## src/core/ufc_pkg.sv

```systemverilog
// Shared constants, register map and helper functions of the UART flow-control feature block.
package ufc_pkg;

  typedef logic [7:0] ufc_byte_t;

  // ----------------------------------------------------------------
  // Register byte addresses on the APB port
  // ----------------------------------------------------------------
  localparam logic [11:0] UFC_OFF_FEATURE = 12'h000;
  localparam logic [11:0] UFC_OFF_ENHANCED = 12'h004;
  localparam logic [11:0] UFC_OFF_MODEM_CTL = 12'h008;
  localparam logic [11:0] UFC_OFF_INT_EN = 12'h00c;
  localparam logic [11:0] UFC_OFF_FIFO_CTL = 12'h010;
  localparam logic [11:0] UFC_OFF_MODEM_ST = 12'h014;
  localparam logic [11:0] UFC_OFF_RESUME1 = 12'h018;
  localparam logic [11:0] UFC_OFF_RESUME2 = 12'h01c;
  localparam logic [11:0] UFC_OFF_PAUSE1 = 12'h020;
  localparam logic [11:0] UFC_OFF_PAUSE2 = 12'h024;
  localparam logic [11:0] UFC_OFF_RX_TRIG = 12'h028;
  localparam logic [11:0] UFC_OFF_STATUS = 12'h02c;

  // ----------------------------------------------------------------
  // Field positions and reset values
  // ----------------------------------------------------------------
  localparam int unsigned FC_IR_POL = 4;
  localparam int unsigned FC_TBL_LSB = 6;
  localparam int unsigned EF_AUTO_CTS = 7;
  localparam int unsigned EF_AUTO_RTS = 6;
  localparam int unsigned EF_SPECIAL = 5;
  localparam int unsigned EF_ENH = 4;
  localparam int unsigned EF_TX_LSB = 2;
  localparam int unsigned MC_DTR = 0;
  localparam int unsigned MC_RTS = 1;
  localparam int unsigned MC_FLOW_SEL = 2;
  localparam int unsigned ST_XOFF = 0;
  localparam int unsigned ST_XON = 1;
  localparam int unsigned ST_SPECIAL = 4;
  localparam int unsigned ST_PAUSED = 5;
  localparam int unsigned ST_TRIG = 6;
  localparam int unsigned ST_HALT = 7;
  localparam ufc_byte_t UFC_RST_BYTE = 8'h00;
  localparam ufc_byte_t ST_STICKY_MASK = 8'h13;

  // Bits that only change while the enhanced-function enable is set.
  localparam ufc_byte_t IER_PROT = 8'he0;
  localparam ufc_byte_t FCR_PROT = 8'h30;
  localparam ufc_byte_t MCR_PROT = 8'hec;
  localparam ufc_byte_t MSR_PROT = 8'hfc;

  localparam logic [1:0] TBL_D = 2'b11;
  localparam logic [1:0] SW_NONE = 2'b00;
  localparam logic [1:0] SW_FIRST = 2'b10;
  localparam logic [1:0] SW_SECOND = 2'b01;
  localparam logic [1:0] SW_DUAL = 2'b11;

  typedef enum logic [1:0] {
    UFC_TX_IDLE = 2'b00,
    UFC_TX_FIRST = 2'b01,
    UFC_TX_SECOND = 2'b10
  } ufc_txseq_t;

  // Hysteresis code to character offset around the receive trigger.
  function automatic ufc_byte_t ufc_hyst_chars(input logic [3:0] code);
    case (code)
      4'h0: ufc_hyst_chars = 8'h00;
      4'h1: ufc_hyst_chars = 8'h04;
      4'h2: ufc_hyst_chars = 8'h06;
      4'h3: ufc_hyst_chars = 8'h08;
      4'h4: ufc_hyst_chars = 8'h08;
      4'h5: ufc_hyst_chars = 8'h10;
      4'h6: ufc_hyst_chars = 8'h18;
      4'h7: ufc_hyst_chars = 8'h20;
      4'h8: ufc_hyst_chars = 8'h28;
      4'h9: ufc_hyst_chars = 8'h2c;
      4'ha: ufc_hyst_chars = 8'h30;
      4'hb: ufc_hyst_chars = 8'h34;
      4'hc: ufc_hyst_chars = 8'h0c;
      4'hd: ufc_hyst_chars = 8'h14;
      4'he: ufc_hyst_chars = 8'h1c;
      default: ufc_hyst_chars = 8'h24;
    endcase
  endfunction

  // Write merge that keeps protected bits while the enable is clear.
  function automatic ufc_byte_t ufc_protect(input ufc_byte_t old_v, input ufc_byte_t new_v,
                                            input ufc_byte_t mask, input logic en);
    ufc_protect = en ? new_v : ((old_v & mask) | (new_v & ~mask));
  endfunction

endpackage

```

## src/core/ufc_hyst.sv

```systemverilog
// Receive fill watermark with hysteresis that drives the hardware flow-control level.
`timescale 1ns/1ps
`default_nettype none
module ufc_hyst
  import ufc_pkg::*;
(
  input wire logic i_sys_clk,
  input wire logic i_rst_n,
  input wire ufc_pkg::ufc_byte_t i_fill,
  input wire ufc_pkg::ufc_byte_t i_trig,
  input wire logic [1:0] i_table,
  input wire logic [3:0] i_hyst_code,
  input wire ufc_pkg::ufc_byte_t i_next_upper,
  input wire ufc_pkg::ufc_byte_t i_next_lower,
  output logic o_over,
  output logic o_reached
);

  // Code zero keeps next-level behaviour even under table D.
  wire ufc_byte_t hyst = ufc_hyst_chars(i_hyst_code);
  wire use_hyst = (i_table == TBL_D) && (hyst != UFC_RST_BYTE);
  wire [8:0] up_sum = {1'b0, i_trig} + {1'b0, hyst};
  wire ufc_byte_t up_hyst = up_sum[8] ? 8'hff : up_sum[7:0];
  wire ufc_byte_t low_hyst = (i_trig > hyst) ? (i_trig - hyst) : UFC_RST_BYTE;
  // Under table D with a nonzero code, upper and lower thresholds are referenced to the receive trigger.
  wire ufc_byte_t upper = use_hyst ? up_hyst : i_next_upper;
  wire ufc_byte_t lower = use_hyst ? low_hyst : i_next_lower;
  wire over_nxt = (i_fill >= upper) ? 1'b1 : ((i_fill < lower) ? 1'b0 : o_over);

  // The gap between thresholds stops the flow pin chattering on each character.
  always_ff @(posedge i_sys_clk or negedge i_rst_n)
  begin
    if (!i_rst_n)
    begin
      o_over <= 1'b0;
      o_reached <= 1'b0;
    end
    else
    begin
      o_over <= over_nxt;
      o_reached <= (i_fill >= i_trig);
    end
  end

endmodule
`default_nettype wire

```

## src/core/ufc_rx_match.sv

```systemverilog
// Receive comparator for pause, resume and special characters.
`timescale 1ns/1ps
`default_nettype none
module ufc_rx_match
  import ufc_pkg::*;
(
  input wire logic i_sys_clk,
  input wire logic i_rst_n,
  input wire logic i_valid,
  input wire ufc_pkg::ufc_byte_t i_char,
  input wire logic [1:0] i_rx_mode,
  input wire logic [1:0] i_tx_mode,
  input wire logic i_special_en,
  input wire ufc_pkg::ufc_byte_t i_resume1,
  input wire ufc_pkg::ufc_byte_t i_resume2,
  input wire ufc_pkg::ufc_byte_t i_pause1,
  input wire ufc_pkg::ufc_byte_t i_pause2,
  output logic o_store,
  output ufc_pkg::ufc_byte_t o_store_char,
  output logic o_xon,
  output logic o_xoff,
  output logic o_special
);

  logic pend_on_r;
  logic pend_off_r;

  // Mode decode: either single character, or the two-character sequence.
  wire either = (i_rx_mode == SW_DUAL) && ((i_tx_mode == SW_FIRST) || (i_tx_mode == SW_SECOND));
  wire dual = (i_rx_mode == SW_DUAL) && !either;
  wire cmp1 = (i_rx_mode == SW_FIRST) || either;
  wire cmp2 = (i_rx_mode == SW_SECOND) || either;
  // Whole-byte equality keeps bit 0 against the received LSB.
  wire eq_on1 = (i_char == i_resume1);
  wire eq_on2 = (i_char == i_resume2);
  wire eq_off1 = (i_char == i_pause1);
  wire eq_off2 = (i_char == i_pause2);
  wire single_on = (cmp1 && eq_on1) || (cmp2 && eq_on2);
  wire single_off = (cmp1 && eq_off1) || (cmp2 && eq_off2);
  // A pending first character only completes on the very next character.
  wire dual_on = dual && pend_on_r && eq_on2;
  wire dual_off = dual && pend_off_r && eq_off2;
  wire special = i_special_en && eq_off2;

  // Single control characters are consumed; sequence characters still reach the FIFO.
  always_ff @(posedge i_sys_clk or negedge i_rst_n)
  begin
    if (!i_rst_n)
    begin
      pend_on_r <= 1'b0;
      pend_off_r <= 1'b0;
      o_store <= 1'b0;
      o_store_char <= UFC_RST_BYTE;
      o_xon <= 1'b0;
      o_xoff <= 1'b0;
      o_special <= 1'b0;
    end
    else
    begin
      o_store <= i_valid && !single_on && !single_off;
      o_xon <= i_valid && (single_on || dual_on);
      o_xoff <= i_valid && (single_off || dual_off);
      o_special <= i_valid && special;
      if (i_valid)
      begin
        o_store_char <= i_char;
        pend_on_r <= dual && eq_on1;
        pend_off_r <= dual && eq_off1;
      end
      else if (!dual)
      begin
        pend_on_r <= 1'b0;
        pend_off_r <= 1'b0;
      end
    end
  end

endmodule
`default_nettype wire

```

## src/core/ufc_top.sv

```systemverilog
// Enhanced flow-control features of one UART channel behind an APB register port.
`timescale 1ns/1ps
`default_nettype none
module ufc_top
  import ufc_pkg::*;
(
  input wire logic i_sys_clk,
  input wire logic i_rst_n,
  input wire logic i_psel,
  input wire logic i_penable,
  input wire logic i_pwrite,
  input wire logic [11:0] i_paddr,
  input wire logic [31:0] i_pwdata,
  input wire logic [3:0] i_pstrb,
  output logic [31:0] o_prdata,
  output logic o_pready,
  output logic o_pslverr,
  input wire logic i_irda_rx,
  input wire logic i_cts_n,
  input wire logic i_dsr_n,
  output logic o_rts_n,
  output logic o_dtr_n,
  output logic o_irda_rx_data,
  input wire logic i_rx_valid,
  input wire ufc_pkg::ufc_byte_t i_rx_char,
  input wire ufc_pkg::ufc_byte_t i_rx_fill,
  input wire ufc_pkg::ufc_byte_t i_next_upper,
  input wire ufc_pkg::ufc_byte_t i_next_lower,
  input wire logic i_tx_busy,
  input wire logic i_send_pause,
  input wire logic i_send_resume,
  input wire logic i_ctl_ready,
  output logic o_ctl_valid,
  output ufc_pkg::ufc_byte_t o_ctl_char,
  output logic o_tx_halt,
  output logic o_rx_store,
  output ufc_pkg::ufc_byte_t o_rx_store_char,
  output logic o_rx_trig_irq,
  output logic o_special_irq,
  output logic o_xoff_irq,
  output ufc_pkg::ufc_byte_t o_interrupt_enable,
  output ufc_pkg::ufc_byte_t o_fifo_control,
  output ufc_pkg::ufc_byte_t o_modem_status_wr
);

  // ----------------------------------------------------------------
  // Register state
  // ----------------------------------------------------------------
  ufc_byte_t feature_control_r;
  ufc_byte_t enhanced_feature_r;
  ufc_byte_t modem_control_r;
  ufc_byte_t first_resume_char_r;
  ufc_byte_t second_resume_char_r;
  ufc_byte_t first_pause_char_r;
  ufc_byte_t second_pause_char_r;
  ufc_byte_t rx_trig_r;
  ufc_byte_t status_r;
  ufc_byte_t status_nxt;
  ufc_byte_t rd_byte;
  logic rd_hit;
  logic remote_paused_r;
  ufc_txseq_t txseq_r;
  ufc_txseq_t txseq_nxt;
  logic ctl_pause_r;
  logic over;
  logic reached;
  logic m_store;
  ufc_byte_t m_store_char;
  logic m_xon;
  logic m_xoff;
  logic m_special;

  // ----------------------------------------------------------------
  // APB decode
  // ----------------------------------------------------------------
  // Data is registered in the setup cycle, so each access takes exactly two cycles.
  wire setup = i_psel && !i_penable;
  wire done = i_psel && i_penable && o_pready;
  wire wr_go = done && i_pwrite && i_pstrb[0];
  wire rd_go = done && !i_pwrite;
  wire enh_en = enhanced_feature_r[EF_ENH];
  wire ufc_byte_t wbyte = i_pwdata[7:0];
  wire [1:0] tx_mode = enhanced_feature_r[EF_TX_LSB +: 2];
  wire [1:0] rx_mode = enhanced_feature_r[1:0];

  // Read mux; unmapped addresses read zero and answer with an error.
  always_comb
  begin
    rd_hit = 1'b1;
    rd_byte = UFC_RST_BYTE;
    if (i_paddr == UFC_OFF_FEATURE)
      rd_byte = feature_control_r;
    else if (i_paddr == UFC_OFF_ENHANCED)
      rd_byte = enhanced_feature_r;
    else if (i_paddr == UFC_OFF_MODEM_CTL)
      rd_byte = modem_control_r;
    else if (i_paddr == UFC_OFF_INT_EN)
      rd_byte = o_interrupt_enable;
    else if (i_paddr == UFC_OFF_FIFO_CTL)
      rd_byte = o_fifo_control;
    else if (i_paddr == UFC_OFF_MODEM_ST)
      rd_byte = o_modem_status_wr;
    else if (i_paddr == UFC_OFF_RESUME1)
      rd_byte = first_resume_char_r;
    else if (i_paddr == UFC_OFF_RESUME2)
      rd_byte = second_resume_char_r;
    else if (i_paddr == UFC_OFF_PAUSE1)
      rd_byte = first_pause_char_r;
    else if (i_paddr == UFC_OFF_PAUSE2)
      rd_byte = second_pause_char_r;
    else if (i_paddr == UFC_OFF_RX_TRIG)
      rd_byte = rx_trig_r;
    else if (i_paddr == UFC_OFF_STATUS)
      rd_byte = status_r;
    else
      rd_hit = 1'b0;
  end

  always_ff @(posedge i_sys_clk or negedge i_rst_n)
  begin
    if (!i_rst_n)
    begin
      o_pready <= 1'b0;
      o_pslverr <= 1'b0;
      o_prdata <= 32'h0000_0000;
    end
    else
    begin
      o_pready <= setup;
      if (setup)
      begin
        o_pslverr <= !rd_hit;
        o_prdata <= {24'h00_0000, rd_byte};
      end
    end
  end

  // ----------------------------------------------------------------
  // Writable registers
  // ----------------------------------------------------------------
  // Everything resets to zero so the channel starts in legacy-compatible mode.
  always_ff @(posedge i_sys_clk or negedge i_rst_n)
  begin
    if (!i_rst_n)
    begin
      feature_control_r <= UFC_RST_BYTE;
      enhanced_feature_r <= UFC_RST_BYTE;
      modem_control_r <= UFC_RST_BYTE;
      o_interrupt_enable <= UFC_RST_BYTE;
      o_fifo_control <= UFC_RST_BYTE;
      o_modem_status_wr <= UFC_RST_BYTE;
      first_resume_char_r <= UFC_RST_BYTE;
      second_resume_char_r <= UFC_RST_BYTE;
      first_pause_char_r <= UFC_RST_BYTE;
      second_pause_char_r <= UFC_RST_BYTE;
      rx_trig_r <= UFC_RST_BYTE;
    end
    else if (wr_go)
    begin
      if (i_paddr == UFC_OFF_FEATURE)
        feature_control_r <= wbyte;
      else if (i_paddr == UFC_OFF_ENHANCED)
        enhanced_feature_r <= wbyte;
      else if (i_paddr == UFC_OFF_MODEM_CTL)
        modem_control_r <= ufc_protect(modem_control_r, wbyte, MCR_PROT, enh_en);
      else if (i_paddr == UFC_OFF_INT_EN)
        o_interrupt_enable <= ufc_protect(o_interrupt_enable, wbyte, IER_PROT, enh_en);
      else if (i_paddr == UFC_OFF_FIFO_CTL)
        o_fifo_control <= ufc_protect(o_fifo_control, wbyte, FCR_PROT, enh_en);
      else if (i_paddr == UFC_OFF_MODEM_ST)
        o_modem_status_wr <= ufc_protect(o_modem_status_wr, wbyte, MSR_PROT, enh_en);
      else if (i_paddr == UFC_OFF_RESUME1)
        first_resume_char_r <= wbyte;
      else if (i_paddr == UFC_OFF_RESUME2)
        second_resume_char_r <= wbyte;
      else if (i_paddr == UFC_OFF_PAUSE1)
        first_pause_char_r <= wbyte;
      else if (i_paddr == UFC_OFF_PAUSE2)
        second_pause_char_r <= wbyte;
      else if (i_paddr == UFC_OFF_RX_TRIG)
        rx_trig_r <= wbyte;
    end
  end

  // ----------------------------------------------------------------
  // Receive side: watermark and character comparison
  // ----------------------------------------------------------------
  ufc_hyst u_hyst (
    .i_sys_clk(i_sys_clk),
    .i_rst_n(i_rst_n),
    .i_fill(i_rx_fill),
    .i_trig(rx_trig_r),
    .i_table(feature_control_r[FC_TBL_LSB +: 2]),
    .i_hyst_code(feature_control_r[3:0]),
    .i_next_upper(i_next_upper),
    .i_next_lower(i_next_lower),
    .o_over(over),
    .o_reached(reached)
  );

  ufc_rx_match u_match (
    .i_sys_clk(i_sys_clk),
    .i_rst_n(i_rst_n),
    .i_valid(i_rx_valid),
    .i_char(i_rx_char),
    .i_rx_mode(rx_mode),
    .i_tx_mode(tx_mode),
    .i_special_en(enhanced_feature_r[EF_SPECIAL]),
    .i_resume1(first_resume_char_r),
    .i_resume2(second_resume_char_r),
    .i_pause1(first_pause_char_r),
    .i_pause2(second_pause_char_r),
    .o_store(m_store),
    .o_store_char(m_store_char),
    .o_xon(m_xon),
    .o_xoff(m_xoff),
    .o_special(m_special)
  );

  // ----------------------------------------------------------------
  // Modem pins and transmit halt
  // ----------------------------------------------------------------
  // Flow pin follows the watermark only once software has asserted it.
  wire sel_dtr = modem_control_r[MC_FLOW_SEL];
  wire sw_assert = sel_dtr ? modem_control_r[MC_DTR] : modem_control_r[MC_RTS];
  wire auto_pin = sw_assert ? over : 1'b1;
  wire flow_pin = enhanced_feature_r[EF_AUTO_RTS] ? auto_pin : !sw_assert;
  wire rts_n_nxt = sel_dtr ? !modem_control_r[MC_RTS] : flow_pin;
  wire dtr_n_nxt = sel_dtr ? flow_pin : !modem_control_r[MC_DTR];
  wire stop_in = sel_dtr ? i_dsr_n : i_cts_n;
  wire halt_want = (enhanced_feature_r[EF_AUTO_CTS] && stop_in) || remote_paused_r;
  // Halt changes only between characters, so a character on the wire always completes.
  wire halt_nxt = i_tx_busy ? o_tx_halt : halt_want;
  wire paused_nxt = (rx_mode == SW_NONE) ? 1'b0 : (m_xoff ? 1'b1 : (m_xon ? 1'b0 : remote_paused_r));

  always_ff @(posedge i_sys_clk or negedge i_rst_n)
  begin
    if (!i_rst_n)
    begin
      o_rts_n <= 1'b1;
      o_dtr_n <= 1'b1;
      o_tx_halt <= 1'b0;
      remote_paused_r <= 1'b0;
      o_irda_rx_data <= 1'b0;
    end
    else
    begin
      o_rts_n <= rts_n_nxt;
      o_dtr_n <= dtr_n_nxt;
      o_tx_halt <= halt_nxt;
      remote_paused_r <= paused_nxt;
      o_irda_rx_data <= i_irda_rx ^ feature_control_r[FC_IR_POL];
    end
  end

  // ----------------------------------------------------------------
  // Status flags and event outputs
  // ----------------------------------------------------------------
  // Only bits actually returned by the read are cleared, and a new event beats the clear.
  wire ufc_byte_t st_clr = rd_go && (i_paddr == UFC_OFF_STATUS) ? (o_prdata[7:0] & ST_STICKY_MASK) : UFC_RST_BYTE;

  always_comb
  begin
    status_nxt = status_r & ~st_clr;
    status_nxt[ST_XOFF] = status_nxt[ST_XOFF] | m_xoff;
    status_nxt[ST_XON] = status_nxt[ST_XON] | m_xon;
    status_nxt[ST_SPECIAL] = status_nxt[ST_SPECIAL] | m_special;
    status_nxt[ST_PAUSED] = remote_paused_r;
    status_nxt[ST_TRIG] = reached;
    status_nxt[ST_HALT] = o_tx_halt;
  end

  always_ff @(posedge i_sys_clk or negedge i_rst_n)
  begin
    if (!i_rst_n)
    begin
      status_r <= UFC_RST_BYTE;
      o_rx_store <= 1'b0;
      o_rx_store_char <= UFC_RST_BYTE;
      o_rx_trig_irq <= 1'b0;
      o_special_irq <= 1'b0;
      o_xoff_irq <= 1'b0;
    end
    else
    begin
      status_r <= status_nxt;
      o_rx_store <= m_store;
      o_rx_store_char <= m_store_char;
      o_rx_trig_irq <= reached;
      o_special_irq <= status_r[ST_SPECIAL];
      o_xoff_irq <= status_r[ST_XOFF];
    end
  end

  // ----------------------------------------------------------------
  // Transmit control-character sequencer
  // ----------------------------------------------------------------
  // Requests that arrive while a sequence is still pending are dropped.
  wire tx_req = (i_send_pause || i_send_resume) && (tx_mode != SW_NONE);
  wire pick_pause = i_send_pause;
  wire ufc_byte_t first_of = pick_pause ? first_pause_char_r : first_resume_char_r;
  wire ufc_byte_t second_of = ctl_pause_r ? second_pause_char_r : second_resume_char_r;
  wire ufc_byte_t single_of = (tx_mode == SW_SECOND) ?
                              (pick_pause ? second_pause_char_r : second_resume_char_r) : first_of;
  wire accept = o_ctl_valid && i_ctl_ready;

  always_comb
  begin
    txseq_nxt = txseq_r;
    case (txseq_r)
      UFC_TX_IDLE:
        if (tx_req)
          txseq_nxt = UFC_TX_FIRST;
      UFC_TX_FIRST:
        if (accept)
          txseq_nxt = (tx_mode == SW_DUAL) ? UFC_TX_SECOND : UFC_TX_IDLE;
      UFC_TX_SECOND:
        if (accept)
          txseq_nxt = UFC_TX_IDLE;
      default:
        txseq_nxt = UFC_TX_IDLE;
    endcase
  end

  always_ff @(posedge i_sys_clk or negedge i_rst_n)
  begin
    if (!i_rst_n)
    begin
      txseq_r <= UFC_TX_IDLE;
      ctl_pause_r <= 1'b0;
      o_ctl_valid <= 1'b0;
      o_ctl_char <= UFC_RST_BYTE;
    end
    else
    begin
      txseq_r <= txseq_nxt;
      o_ctl_valid <= (txseq_nxt != UFC_TX_IDLE);
      if ((txseq_r == UFC_TX_IDLE) && tx_req)
      begin
        ctl_pause_r <= pick_pause;
        o_ctl_char <= single_of;
      end
      else if ((txseq_r == UFC_TX_FIRST) && (txseq_nxt == UFC_TX_SECOND))
        o_ctl_char <= second_of;
    end
  end

endmodule
`default_nettype wire

```

## config.mk

```make
export PLATFORM = sky130hd
export DESIGN_NAME = ufc_top
export DESIGN_NICKNAME = d
export VERILOG_FILES = /design/src/core/ufc_pkg.sv /design/src/core/ufc_hyst.sv /design/src/core/ufc_rx_match.sv /design/src/core/ufc_top.sv
export SDC_FILE = /design/constraint.sdc
export NUM_CORES = 1
export LEC_CHECK = 0
export BUFFER_PORTS_ARGS = -buffer_cell sky130_fd_sc_hd__clkbuf_2
export CAP_MARGIN = 20
export CORE_MARGIN = 2
export CORE_UTILIZATION = 45
export CTS_CLUSTER_DIAMETER = 80
export CTS_CLUSTER_SIZE = 20
export DETAILED_ROUTE_END_ITERATION = 7
export PLACE_DENSITY = 0.67
export SLEW_MARGIN = 20
export SYNTH_ARGS = -nofsm -noshare
export SYNTH_HDL_FRONTEND = slang
export SYNTH_SLANG_ARGS = --single-unit
```

## constraint.sdc

```tcl
create_clock -name i_sys_clk -period 9.7 [get_ports i_sys_clk]
set_input_delay 1.94 -clock i_sys_clk [delete_from_list [all_inputs] [get_ports i_sys_clk]]
set_output_delay 1.94 -clock i_sys_clk [all_outputs]
set_load 0.02 [all_outputs]
```

==> summary.md, run 1 <==
| Metric | Value |
|---|---|
| Worst slack, placed | 5.32 ns |
| Synth top area share | 0.412 |
| # rows | 51 |
| Flops & latches, synth | 148 |
| Total Wirelength | 24.5 mm |
| Mean post-synth cell area | 10.7 um2 |
| Slew @ Worst Pin | 0.951 ns |
| Pleak | 4.78 nW |
| Fin crit period | 4.38 ns |
| Final Hold Vio Count | 0 |
| Area contributors post-synth | dfrtp_1 (41%), mux2_2 (12%), ha_1 (5.4%) |
| Syn Std Cell Area | 0.00886 mm2 |
| F_max | 0.228 GHz |
| # resized after CTS | 0 |
| Clk Latency, worst-skew pair | 0.43 ns |
| Final net count | 1052 |
| # fillers | 1775 |
| # port buffers | 124 |
| GRT overflow | 0 |
| Largest net degree at the start of global routing | 90 |
| Most frequent cells after synthesis | dfrtp_1 (146), mux2_2 (95), clkbuf_1 (45) |
| Clock net sink count | 148 |
| FF-to-FF path depth | 15 |
| Final Skew | 0.00858 ns |
| Root Buffer | clkbuf_16 |
| PwrDens | 143 mW/mm2 |
| Synth unique cells | 73 |
| Worst Setup SP | feature_control_r[0]$_DFFE_PN0P_ |
| Diodes inserted | 0 |
| Total power | 1.45 mW |
| Max IR drop VDD | 0.132 mV |
| Post-CTS Setup Bufs | 0 |
| Post-synth top area cell | dfrtp_1 |
| Critical Path RT | 10.01 ns |
| Die width | 144 um |
| CP max FO | 5 |
| Max-Cap Viols | 0 |
| I/O pin count | 176 |
| Setup TNS | 0 ns |
| Via count | 6925 |
| Chip height | 144 um |
| Avg WL per Cell | 20.5 um |
| R2R Path Start | feature_control_r[0]$_DFFE_PN0P_ |
| FF-to-FF End | u_hyst.o_over$_DFFE_PN0P_ |
| Cell total after placement | 1165 |
| Total CTS buffers | 17 |
| Critical path type | flip-flop to flip-flop |
| Cts hold-fix bufs | 0 |
| Final period utilization | 0.452 |
| CTS tree | yes |
| Sequential area share after synthesis | 0.418 |
| Cells after Synth | 826 |
| Synth warn | 0 |
| Min-Delay Startpoint | u_match.o_store$_DFF_PN0_ |
| Hold Crit Depth | 0 |
| Initial antenna violation count | 0 |
| Register Area | 0.00371 mm2 |
| Hpwl dp | 18.3 mm |
| Most used cell, CP | ha_1 |
| Total GRT Usage | 0.240 |
| Area of the core | 0.0194 mm2 |
| Max_slew headroom | 0.360 |
| RSZ-0062 raised after global routing | false |
| Clock transition at path regs | 0.06 ns |
| DRT Pass-1 Iters | 6 |
| Endpoints failing setup | 0 |
| Final non-filler cell total | 1197 |
| Area growth syn-to-layout | 14.5% |
| Crit path cell chain | inv_1, ha_1, o31ai_1, inv_1, ha_1, o21bai_1, a21oi_1, o31ai_1, a2111oi_0, a211o_1, ha_1, a21o_1, a21oi_1, o21ai_0, a2111o_1 |
| Initial drt markers | 468 |
| Synth Flop Type | dfrtp_1 |
| Ratio of cells with drive above 1 in the final layout | 0.313 |
| # DRC | 0 |
| Critical path's largest stage delay | 0.74 ns |
| CP Capture Type | flip-flop |
| CTS H-tree lvls | 4 |
| Share of the core filled with cells | 0.523 |
| First-pass GRT wire length | 37.7 mm |
| Post-DR vias/cell | 5.79 |
| Hold Crit Class | flip-flop to flip-flop |
| Arr. time, crit path | 4.69 ns |
| Routability Congestion | 0.950 |
| Crit start category | flip-flop |
| Die ar. | 0.0208 mm2 |
| Initial core utilization | 0.457 |
| Post-synth EDFFs | 0 |
| Final Max Slew Viols | 0 |
| R2r setup slk | 5.32 ns |
| Status | complete, no violations |
| Count leader, synth | dfrtp_1 |
| Final setup margin | 5.32 ns |
| Longest Clk Path Bufs | 2 |
| Async set-reset flop share out of synthesis | 1.00 |
| Slowest CP cell | a2111oi_0 |
| Final ANT Viol Nets | 0 |
| Multi-input gate area | 0.00473 mm2 |
| Vias in the first global route | 6701 |
| Hold Path End | o_rx_store$_DFF_PN0_ |
==> metal layers <==
layer  part of all wire  track usage
met2               0.46        0.370
met3              0.072       0.0550
met5                  0            0
met1               0.45        0.336
met4              0.025       0.0787
==> logic make-up (layout without fill, tap and decap cells) <==
family / after synthesis / count (layout) / synth area share
compound gates: 166 / 166 / 0.128
mux: 127 / 127 / 0.176
fa+ha+maj: 40 / 40 / 0.0582
buf+inv: 110 / 193 / 0.0578
simple gates: 194 / 194 / 0.122
xor+xnor: 40 / 40 / 0.0395
other cells: 1 / 24 / 0.000423
flops: 148 / 148 / 0.418
==> layout by cell type (no fill, tap or decap), drive strengths merged, types with 8 or more instances in the layout <==
cell type,count
dfrtp,146
clkbuf,144
mux2,101
nor2,46
nand2,43
ha,38
xnor2,35
inv,34
a21oi,32
o21ai,31
conb,24
nand4,22
nand3,19
o22ai,15
nor2b,13
mux2i,13
mux4,13
a21o,11
nand2b,10
a31oi,10
a32oi,8
==> per-stage QoR <==
stage / instance area, um2 / hold slack [ns]
floorplan: 8950 / 0.331
global placement: 9550 / 0.336
detailed placement: 9550 / 0.336
CTS: 10100 / 0.346
global route: 10100 / 0.355
finish: 10100 / 0.345
==> how the worst max path moves through the flow <==
stage | depth (start not counted) | endpoint
after CTS | 15 | u_hyst.o_over$_DFFE_PN0P_
after floorplan | 15 | u_hyst.o_over$_DFFE_PN0P_
after global placement | 4 | o_modem_status_wr[2]$_DFFE_PN0P_
after global routing | 15 | u_hyst.o_over$_DFFE_PN0P_
final | 15 | u_hyst.o_over$_DFFE_PN0P_
after detailed placement | 4 | o_modem_status_wr[3]$_DFFE_PN0P_
==> worst max-delay path: cells and delay by family (launching register included) <==
kind / cells / cell delay (ns)
AO/OA/AOI/OAI: 10 / 2.81
adder cells (fa/ha/maj): 3 / 0.78
buffers and inverters: 2 / 0.25
flip-flops: 1 / 0.41
==> power by group <==
part | internal (mW) | switching (mW)
registers | 0.632 | 0.00990
logic | 0.0483 | 0.0948
clock network | 0.415 | 0.253
==> area by class of cell <==
type / count / share of cell area
clock buffers: 21 / 0.0454
repair buffers: 127 / 0.0640
multi-input cells: 591 / 0.467
well taps: 265 / 0.0327
clock inverters: 11 / 0.0133
inverters: 34 / 0.0126
flip-flops and latches: 148 / 0.365
(Power assumes the default switching activity.)
==> run 2: changes to the inputs <==
Settings changed: PLACE_DENSITY 0.67 to 0.7.
Clock period 9.7 ns to 3.5 ns, I/O delays scaled along.
==> summary.md, run 2 (same netlist as run 1, synthesis figures left out) <==
| Metric | Value |
|---|---|
| Status | complete, no violations (unchanged) |
| Final setup margin | 0.146 ns (was 5.32 ns) |
| Ratio of cells with drive above 1 in the final layout | 0.372 (was 0.313) |
| Arr. time, crit path | 3.67 ns (was 4.69 ns) |
| Endpoints failing setup | 0 (unchanged) |
| WHS | 0.167 ns (was 0.345 ns) |
| Largest net degree at the start of global routing | 59 (was 90) |
| GRT overflow | 0 (unchanged) |
| Clock net sink count | 148 (unchanged) |
| CTS tree | yes (unchanged) |
| Final Hold Vio Count | 0 (unchanged) |
| Hold Crit Class | primary input to async pin (was flip-flop to flip-flop) |
| Final period utilization | 0.958 (was 0.452) |
| Die width | 144 um (unchanged) |
| Worst slack, placed | -0.161 ns (was 5.32 ns) |
| Total GRT Usage | 0.252 (was 0.240) |
| PwrDens | 385 mW/mm2 (was 143 mW/mm2) |
| Post-DR vias/cell | 5.87 (was 5.79) |
| I/O pin count | 176 (unchanged) |
| Final Skew | 0.00750 ns (was 0.00858 ns) |
| Multi-input gate area | 0.00494 mm2 (was 0.00473 mm2) |
| Final ANT Viol Nets | 0 (unchanged) |
| CTS H-tree lvls | 4 (unchanged) |
| Root Buffer | clkbuf_16 (unchanged) |
| Critical path type | flip-flop to flip-flop (unchanged) |
| Pleak | 5.01 nW (was 4.78 nW) |
| Initial core utilization | 0.457 (unchanged) |
| Longest Clk Path Bufs | 2 (unchanged) |
| Via count | 7246 (was 6925) |
| Initial antenna violation count | 0 (unchanged) |
| Avg WL per Cell | 20.6 um (was 20.5 um) |
| Chip height | 144 um (unchanged) |
| CP max FO | 6 (was 5) |
| Final Max Slew Viols | 0 (unchanged) |
| # rows | 51 (unchanged) |
| First-pass GRT wire length | 39.1 mm (was 37.7 mm) |
| Vias in the first global route | 6892 (was 6701) |
| RSZ-0062 raised after global routing | true (was false) |
| # port buffers | 124 (unchanged) |
| Max_slew headroom | 0.389 (was 0.360) |
| # DRC | 0 (unchanged) |
| F_max | 0.298 GHz (was 0.228 GHz) |
| Commonest non-fill, non-tap cell in the layout | dfrtp_1 (unchanged) |
| Register Area | 0.00371 mm2 (about the same) |
| Initial drt markers | 685 (was 468) |
| Final net count | 1089 (was 1052) |
| Cell total after placement | 1199 (was 1165) |
| Final non-filler cell total | 1234 (was 1197) |
| Die ar. | 0.0208 mm2 (unchanged) |
| Routability Congestion | 0.961 (was 0.950) |
| Critical Path RT | 3.82 ns (was 10.01 ns) |
| Area growth syn-to-layout | 20.4% (was 14.5%) |
| Cts hold-fix bufs | 0 (unchanged) |
| CP Capture Type | flip-flop (unchanged) |
| DRT Pass-1 Iters | 5 (was 6) |
| Slew @ Worst Pin | 0.909 ns (was 0.951 ns) |
| # fillers | 1685 (was 1775) |
| Total Wirelength | 25.4 mm (was 24.5 mm) |
| Hpwl dp | 18.9 mm (was 18.3 mm) |
| Diodes inserted | 0 (unchanged) |
| Clk Latency, worst-skew pair | 0.43 ns (about the same) |
| Commonest cells after routing, fill and taps aside | dfrtp_1 (145), clkbuf_2 (123), mux2_2 (95), nor2_1 (43), nand2_1 (42) (was dfrtp_1 (146), clkbuf_2 (123), mux2_2 (95), nor2_1 (44), nand2_1 (42)) |
| Crit start category | flip-flop (unchanged) |
| Max IR drop VDD | 0.258 mV (was 0.132 mV) |
| Area of the core | 0.0194 mm2 (unchanged) |
| Max-Cap Viols | 0 (unchanged) |
| Total CTS buffers | 17 (unchanged) |
| Fin crit period | 3.35 ns (was 4.38 ns) |
| Clock transition at path regs | 0.06 ns (about the same) |
## run 2: final timing paths
check                                            startpoint                                to  slack (ns)  cells after the start
hold / removal                                      i_rst_n      o_rx_store_char[6]$_DFF_PN0_        0.17                      1
max in group asynchronous                           i_rst_n  feature_control_r[2]$_DFFE_PN0P_        2.53                      2
min in group i_sys_clk           u_hyst.o_reached$_DFF_PN0_             status_r[6]$_DFF_PN0_        0.36                      0
setup / recovery           feature_control_r[2]$_DFFE_PN0P_         u_hyst.o_over$_DFFE_PN0P_        0.15                     16
setup reg to reg           feature_control_r[2]$_DFFE_PN0P_         u_hyst.o_over$_DFFE_PN0P_        0.15                     16
hold reg to reg                  u_hyst.o_reached$_DFF_PN0_             status_r[6]$_DFF_PN0_        0.36                      0
## run 2: what timing repair did
| action | 4_1_cts | 5_1_grt |
|---|---|---|
| gates cloned | 0 | 0 |
| buffers inserted | 2 | 1 |
| gates resized for setup | 10 | 35 |
| endpoints found under the setup margin | 1 | 1 |
| pin swaps | 5 | 19 |
## run 2: metal layers
| layer | global-route usage | part of all wire | vias to the layer above |
|---|---|---|---|
| met4 | 0.0843 | 0.025 | 0 |
| met1 | 0.354 | 0.43 | 3589 |
| met3 | 0.0401 | 0.078 | 48 |
| met5 | 0 | 0 | - |
| li1 | - | - | 3248 |
| met2 | 0.399 | 0.47 | 361 |
## run 2: layout make-up
cell class | count | area share
clock buffer | 18 | 0.0412
clock inverter | 14 | 0.0162
inverter | 34 | 0.0120
multi-input combinational | 591 | 0.463
sequential | 148 | 0.348
tap | 265 | 0.0311
timing repair buffer | 164 | 0.0888
## run 2: where the power goes
group,internal [mW],switching [mW]
Combinational,0.148,0.269
Clock,1.15,0.762
Sequential,1.75,0.0274
## run 2: critical path, stage by stage (launching register included)
cell,delay [ns]
dfrtp_2,0.46
buf_4,0.18
nand2b_1,0.17
nor2_2,0.13
ha_2,0.23
inv_1,0.06
fa_1,0.42
nand2b_4,0.11
a221oi_4,0.07
nor3_2,0.21
xnor2_1,0.15
a32oi_1,0.12
ha_1,0.32
nor2b_4,0.13
o21ai_1,0.13
o21ai_1,0.08
a2111o_1,0.27
## run 2: stage by stage
stage               total power, mW  area (um2)  TNS, ns   util
floorplan                      2.06        8950        0      -
global placement               2.21        9820   -0.144  0.506
detailed placement             2.21        9820   -0.161  0.506
CTS                            4.12       10500        0  0.542
global route                   4.25       10700  -0.0404  0.550
finish                         4.11       10700        0  0.550
==> run 3: changes to the inputs <==
Settings changed: CORE_UTILIZATION 45 to 51, PLACE_DENSITY 0.7 to 0.78.
==> summary.md, run 3 (same netlist as run 1, synthesis figures left out) <==
| Metric | Value |
|---|---|
| Status | complete, no violations (unchanged) |
| CTS tree | yes (unchanged) |
| GR peak layer | met2 (unchanged) |
| Area growth syn-to-layout | 20.7% (was 20.4%) |
| Routability Congestion | 0.968 (was 0.961) |
| Multi-input gate area | 0.00502 mm2 (was 0.00494 mm2) |
| CP max FO | 4 (was 6) |
| Fin crit period | 3.45 ns (was 3.35 ns) |
| Area of the core | 0.0171 mm2 (was 0.0194 mm2) |
| Final Hold Vio Count | 0 (unchanged) |
| Total Wirelength | 25.8 mm (was 25.4 mm) |
| CP Capture Type | flip-flop (unchanged) |
| Final net count | 1094 (was 1089) |
| Hold Crit Class | primary input to async pin (unchanged) |
| Max_slew headroom | 0.487 (was 0.389) |
| GR Layer Usage met1 | 0.385 (was 0.354) |
| Max IR drop VDD | 0.369 mV (was 0.258 mV) |
| Diodes inserted | 0 (unchanged) |
| Avg WL per Cell | 21.5 um (was 20.6 um) |
| Post-route cell area | 0.0107 mm2 (about the same) |
| Slew @ Worst Pin | 0.770 ns (was 0.909 ns) |
| Final ANT Viol Nets | 0 (unchanged) |
| Share of the core filled with cells | 0.625 (was 0.550) |
| Via count | 7332 (was 7246) |
| I/O pin count | 176 (unchanged) |
| Arr. time, crit path | 3.76 ns (was 3.67 ns) |
| # DRC | 0 (unchanged) |
| PwrDens | 374 mW/mm2 (was 385 mW/mm2) |
| DRT Pass-1 Iters | 7 (was 5) |
| CTS H-tree lvls | 4 (unchanged) |
| Pleak | 5.03 nW (was 5.01 nW) |
| Total GRT Usage | 0.281 (was 0.252) |
| Initial antenna violation count | 0 (unchanged) |
| Final Skew | 0.00984 ns (was 0.00750 ns) |
| Hpwl dp | 18.7 mm (was 18.9 mm) |
| Ratio of cells with drive above 1 in the final layout | 0.384 (was 0.372) |
| Final Max Slew Viols | 0 (unchanged) |
| Die ar. | 0.0184 mm2 (was 0.0208 mm2) |
| Post-DR vias/cell | 6.12 (was 5.87) |
| Cts hold-fix bufs | 0 (unchanged) |
| Initial drt markers | 623 (was 685) |
| Total CTS buffers | 17 (unchanged) |
| Met2 usage | 0.439 (was 0.399) |
| # rows | 48 (was 51) |
| Final period utilization | 0.985 (was 0.958) |
| Root Buffer | clkbuf_16 (unchanged) |
| First-pass GRT wire length | 39.1 mm (about the same) |
| Endpoints failing setup | 0 (unchanged) |
| Vias in the first global route | 7088 (was 6892) |
| # port buffers | 124 (unchanged) |
| FF-to-FF path depth | 16 (unchanged) |
| F_max | 0.290 GHz (was 0.298 GHz) |
| Post-DP Area | 0.00980 mm2 (was 0.00982 mm2) |
| Critical Path RT | 3.82 ns (about the same) |
| Max-Cap Viols | 0 (unchanged) |
| Met3 usage | 0.0576 (was 0.0401) |
| Die width | 136 um (was 144 um) |
| # fillers | 1348 (was 1685) |
| Critical path type | flip-flop to flip-flop (unchanged) |
| Initial core utilization | 0.518 (was 0.457) |
| Clock net sink count | 148 (unchanged) |
| Crit start category | flip-flop (unchanged) |
| Largest net degree at the start of global routing | 80 (was 59) |
| Longest Clk Path Bufs | 2 (unchanged) |
| Commonest cells after routing, fill and taps aside | dfrtp_1 (145), clkbuf_2 (123), mux2_2 (95), nor2_1 (43), buf_4 (43) (was dfrtp_1 (145), clkbuf_2 (123), mux2_2 (95), nor2_1 (43), nand2_1 (42)) |
| Register Area | 0.00371 mm2 (unchanged) |
| Clock transition at path regs | 0.07 ns (was 0.06 ns) |
| Total power | 4.00 mW (was 4.11 mW) |
| Worst slack, placed | -0.176 ns (was -0.161 ns) |
| Final setup margin | 0.0519 ns (was 0.146 ns) |
| GRT overflow | 0 (unchanged) |
| Clk Latency, worst-skew pair | 0.44 ns (was 0.43 ns) |
| Commonest non-fill, non-tap cell in the layout | dfrtp_1 (unchanged) |
| Chip height | 136 um (was 144 um) |
run 3: per-layer routing:
metal / routed length [um] / up-vias
met3: 1930 / 65
li1: - / 3252
met4: 822 / 0
met5: 0 / -
met2: 12200 / 368
met1: 10800 / 3647
run 3: cell type report:
cell class                 instances  area share
timing repair buffer             169      0.0917
sequential                       148       0.347
clock buffer                      18      0.0411
inverter                          34      0.0119
multi-input combinational        591       0.469
tap                              225      0.0263
clock inverter                    14      0.0133
run 3: critical path, cell delays in order, from the launching register on:
cell and delay, ns:
dfrtp_1 0.39, buf_4 0.16, o21ai_1 0.23, o31ai_4 0.16, ha_4 0.31, buf_4 0.13
o21bai_4 0.07, a21oi_4 0.18, o31ai_4 0.07, buf_4 0.14, a2111oi_4 0.38, a211o_1 0.18
ha_4 0.21, a21o_1 0.18, a21oi_2 0.11, o21ai_1 0.07, a2111o_1 0.34
run 3: final timing paths:
kind                       slack (ns)                        startpoint                               end
setup reg to reg                 0.05  feature_control_r[0]$_DFFE_PN0P_         u_hyst.o_over$_DFFE_PN0P_
hold / removal                   0.30                           i_rst_n      o_rx_store_char[6]$_DFF_PN0_
setup / recovery                 0.05  feature_control_r[0]$_DFFE_PN0P_         u_hyst.o_over$_DFFE_PN0P_
max in group asynchronous        2.40                           i_rst_n  o_modem_status_wr[4]$_DFFE_PN0P_
min in group i_sys_clk           0.35        u_hyst.o_reached$_DFF_PN0_             status_r[6]$_DFF_PN0_
hold reg to reg                  0.35        u_hyst.o_reached$_DFF_PN0_             status_r[6]$_DFF_PN0_
run 3: where the power goes:
group | leakage [nW] | internal [mW] | switching, mW
logic | 2.77 | 0.148 | 0.271
registers | 1.98 | 1.75 | 0.0273
clock network | 0.281 | 1.02 | 0.786
total | 5.03 | 2.91 | 1.08
run 3: timing repair:
item,in CTS,in global routing
setup buffers,1,3
gates resized for setup,14,39
pin swaps,8,22
endpoints found under the setup margin,1,1
run 3: stage by stage:
step	setup TNS [ns]	std cells	hold slack [ns]
2_1_floorplan	0	849	0.331
3_3_place_gp	-0.156	1163	0.337
3_5_place_dp	-0.176	1163	0.336
4_1_cts	0	1196	0.332
5_1_grt	-0.0672	1199	0.356
6_report	0	1199	0.302
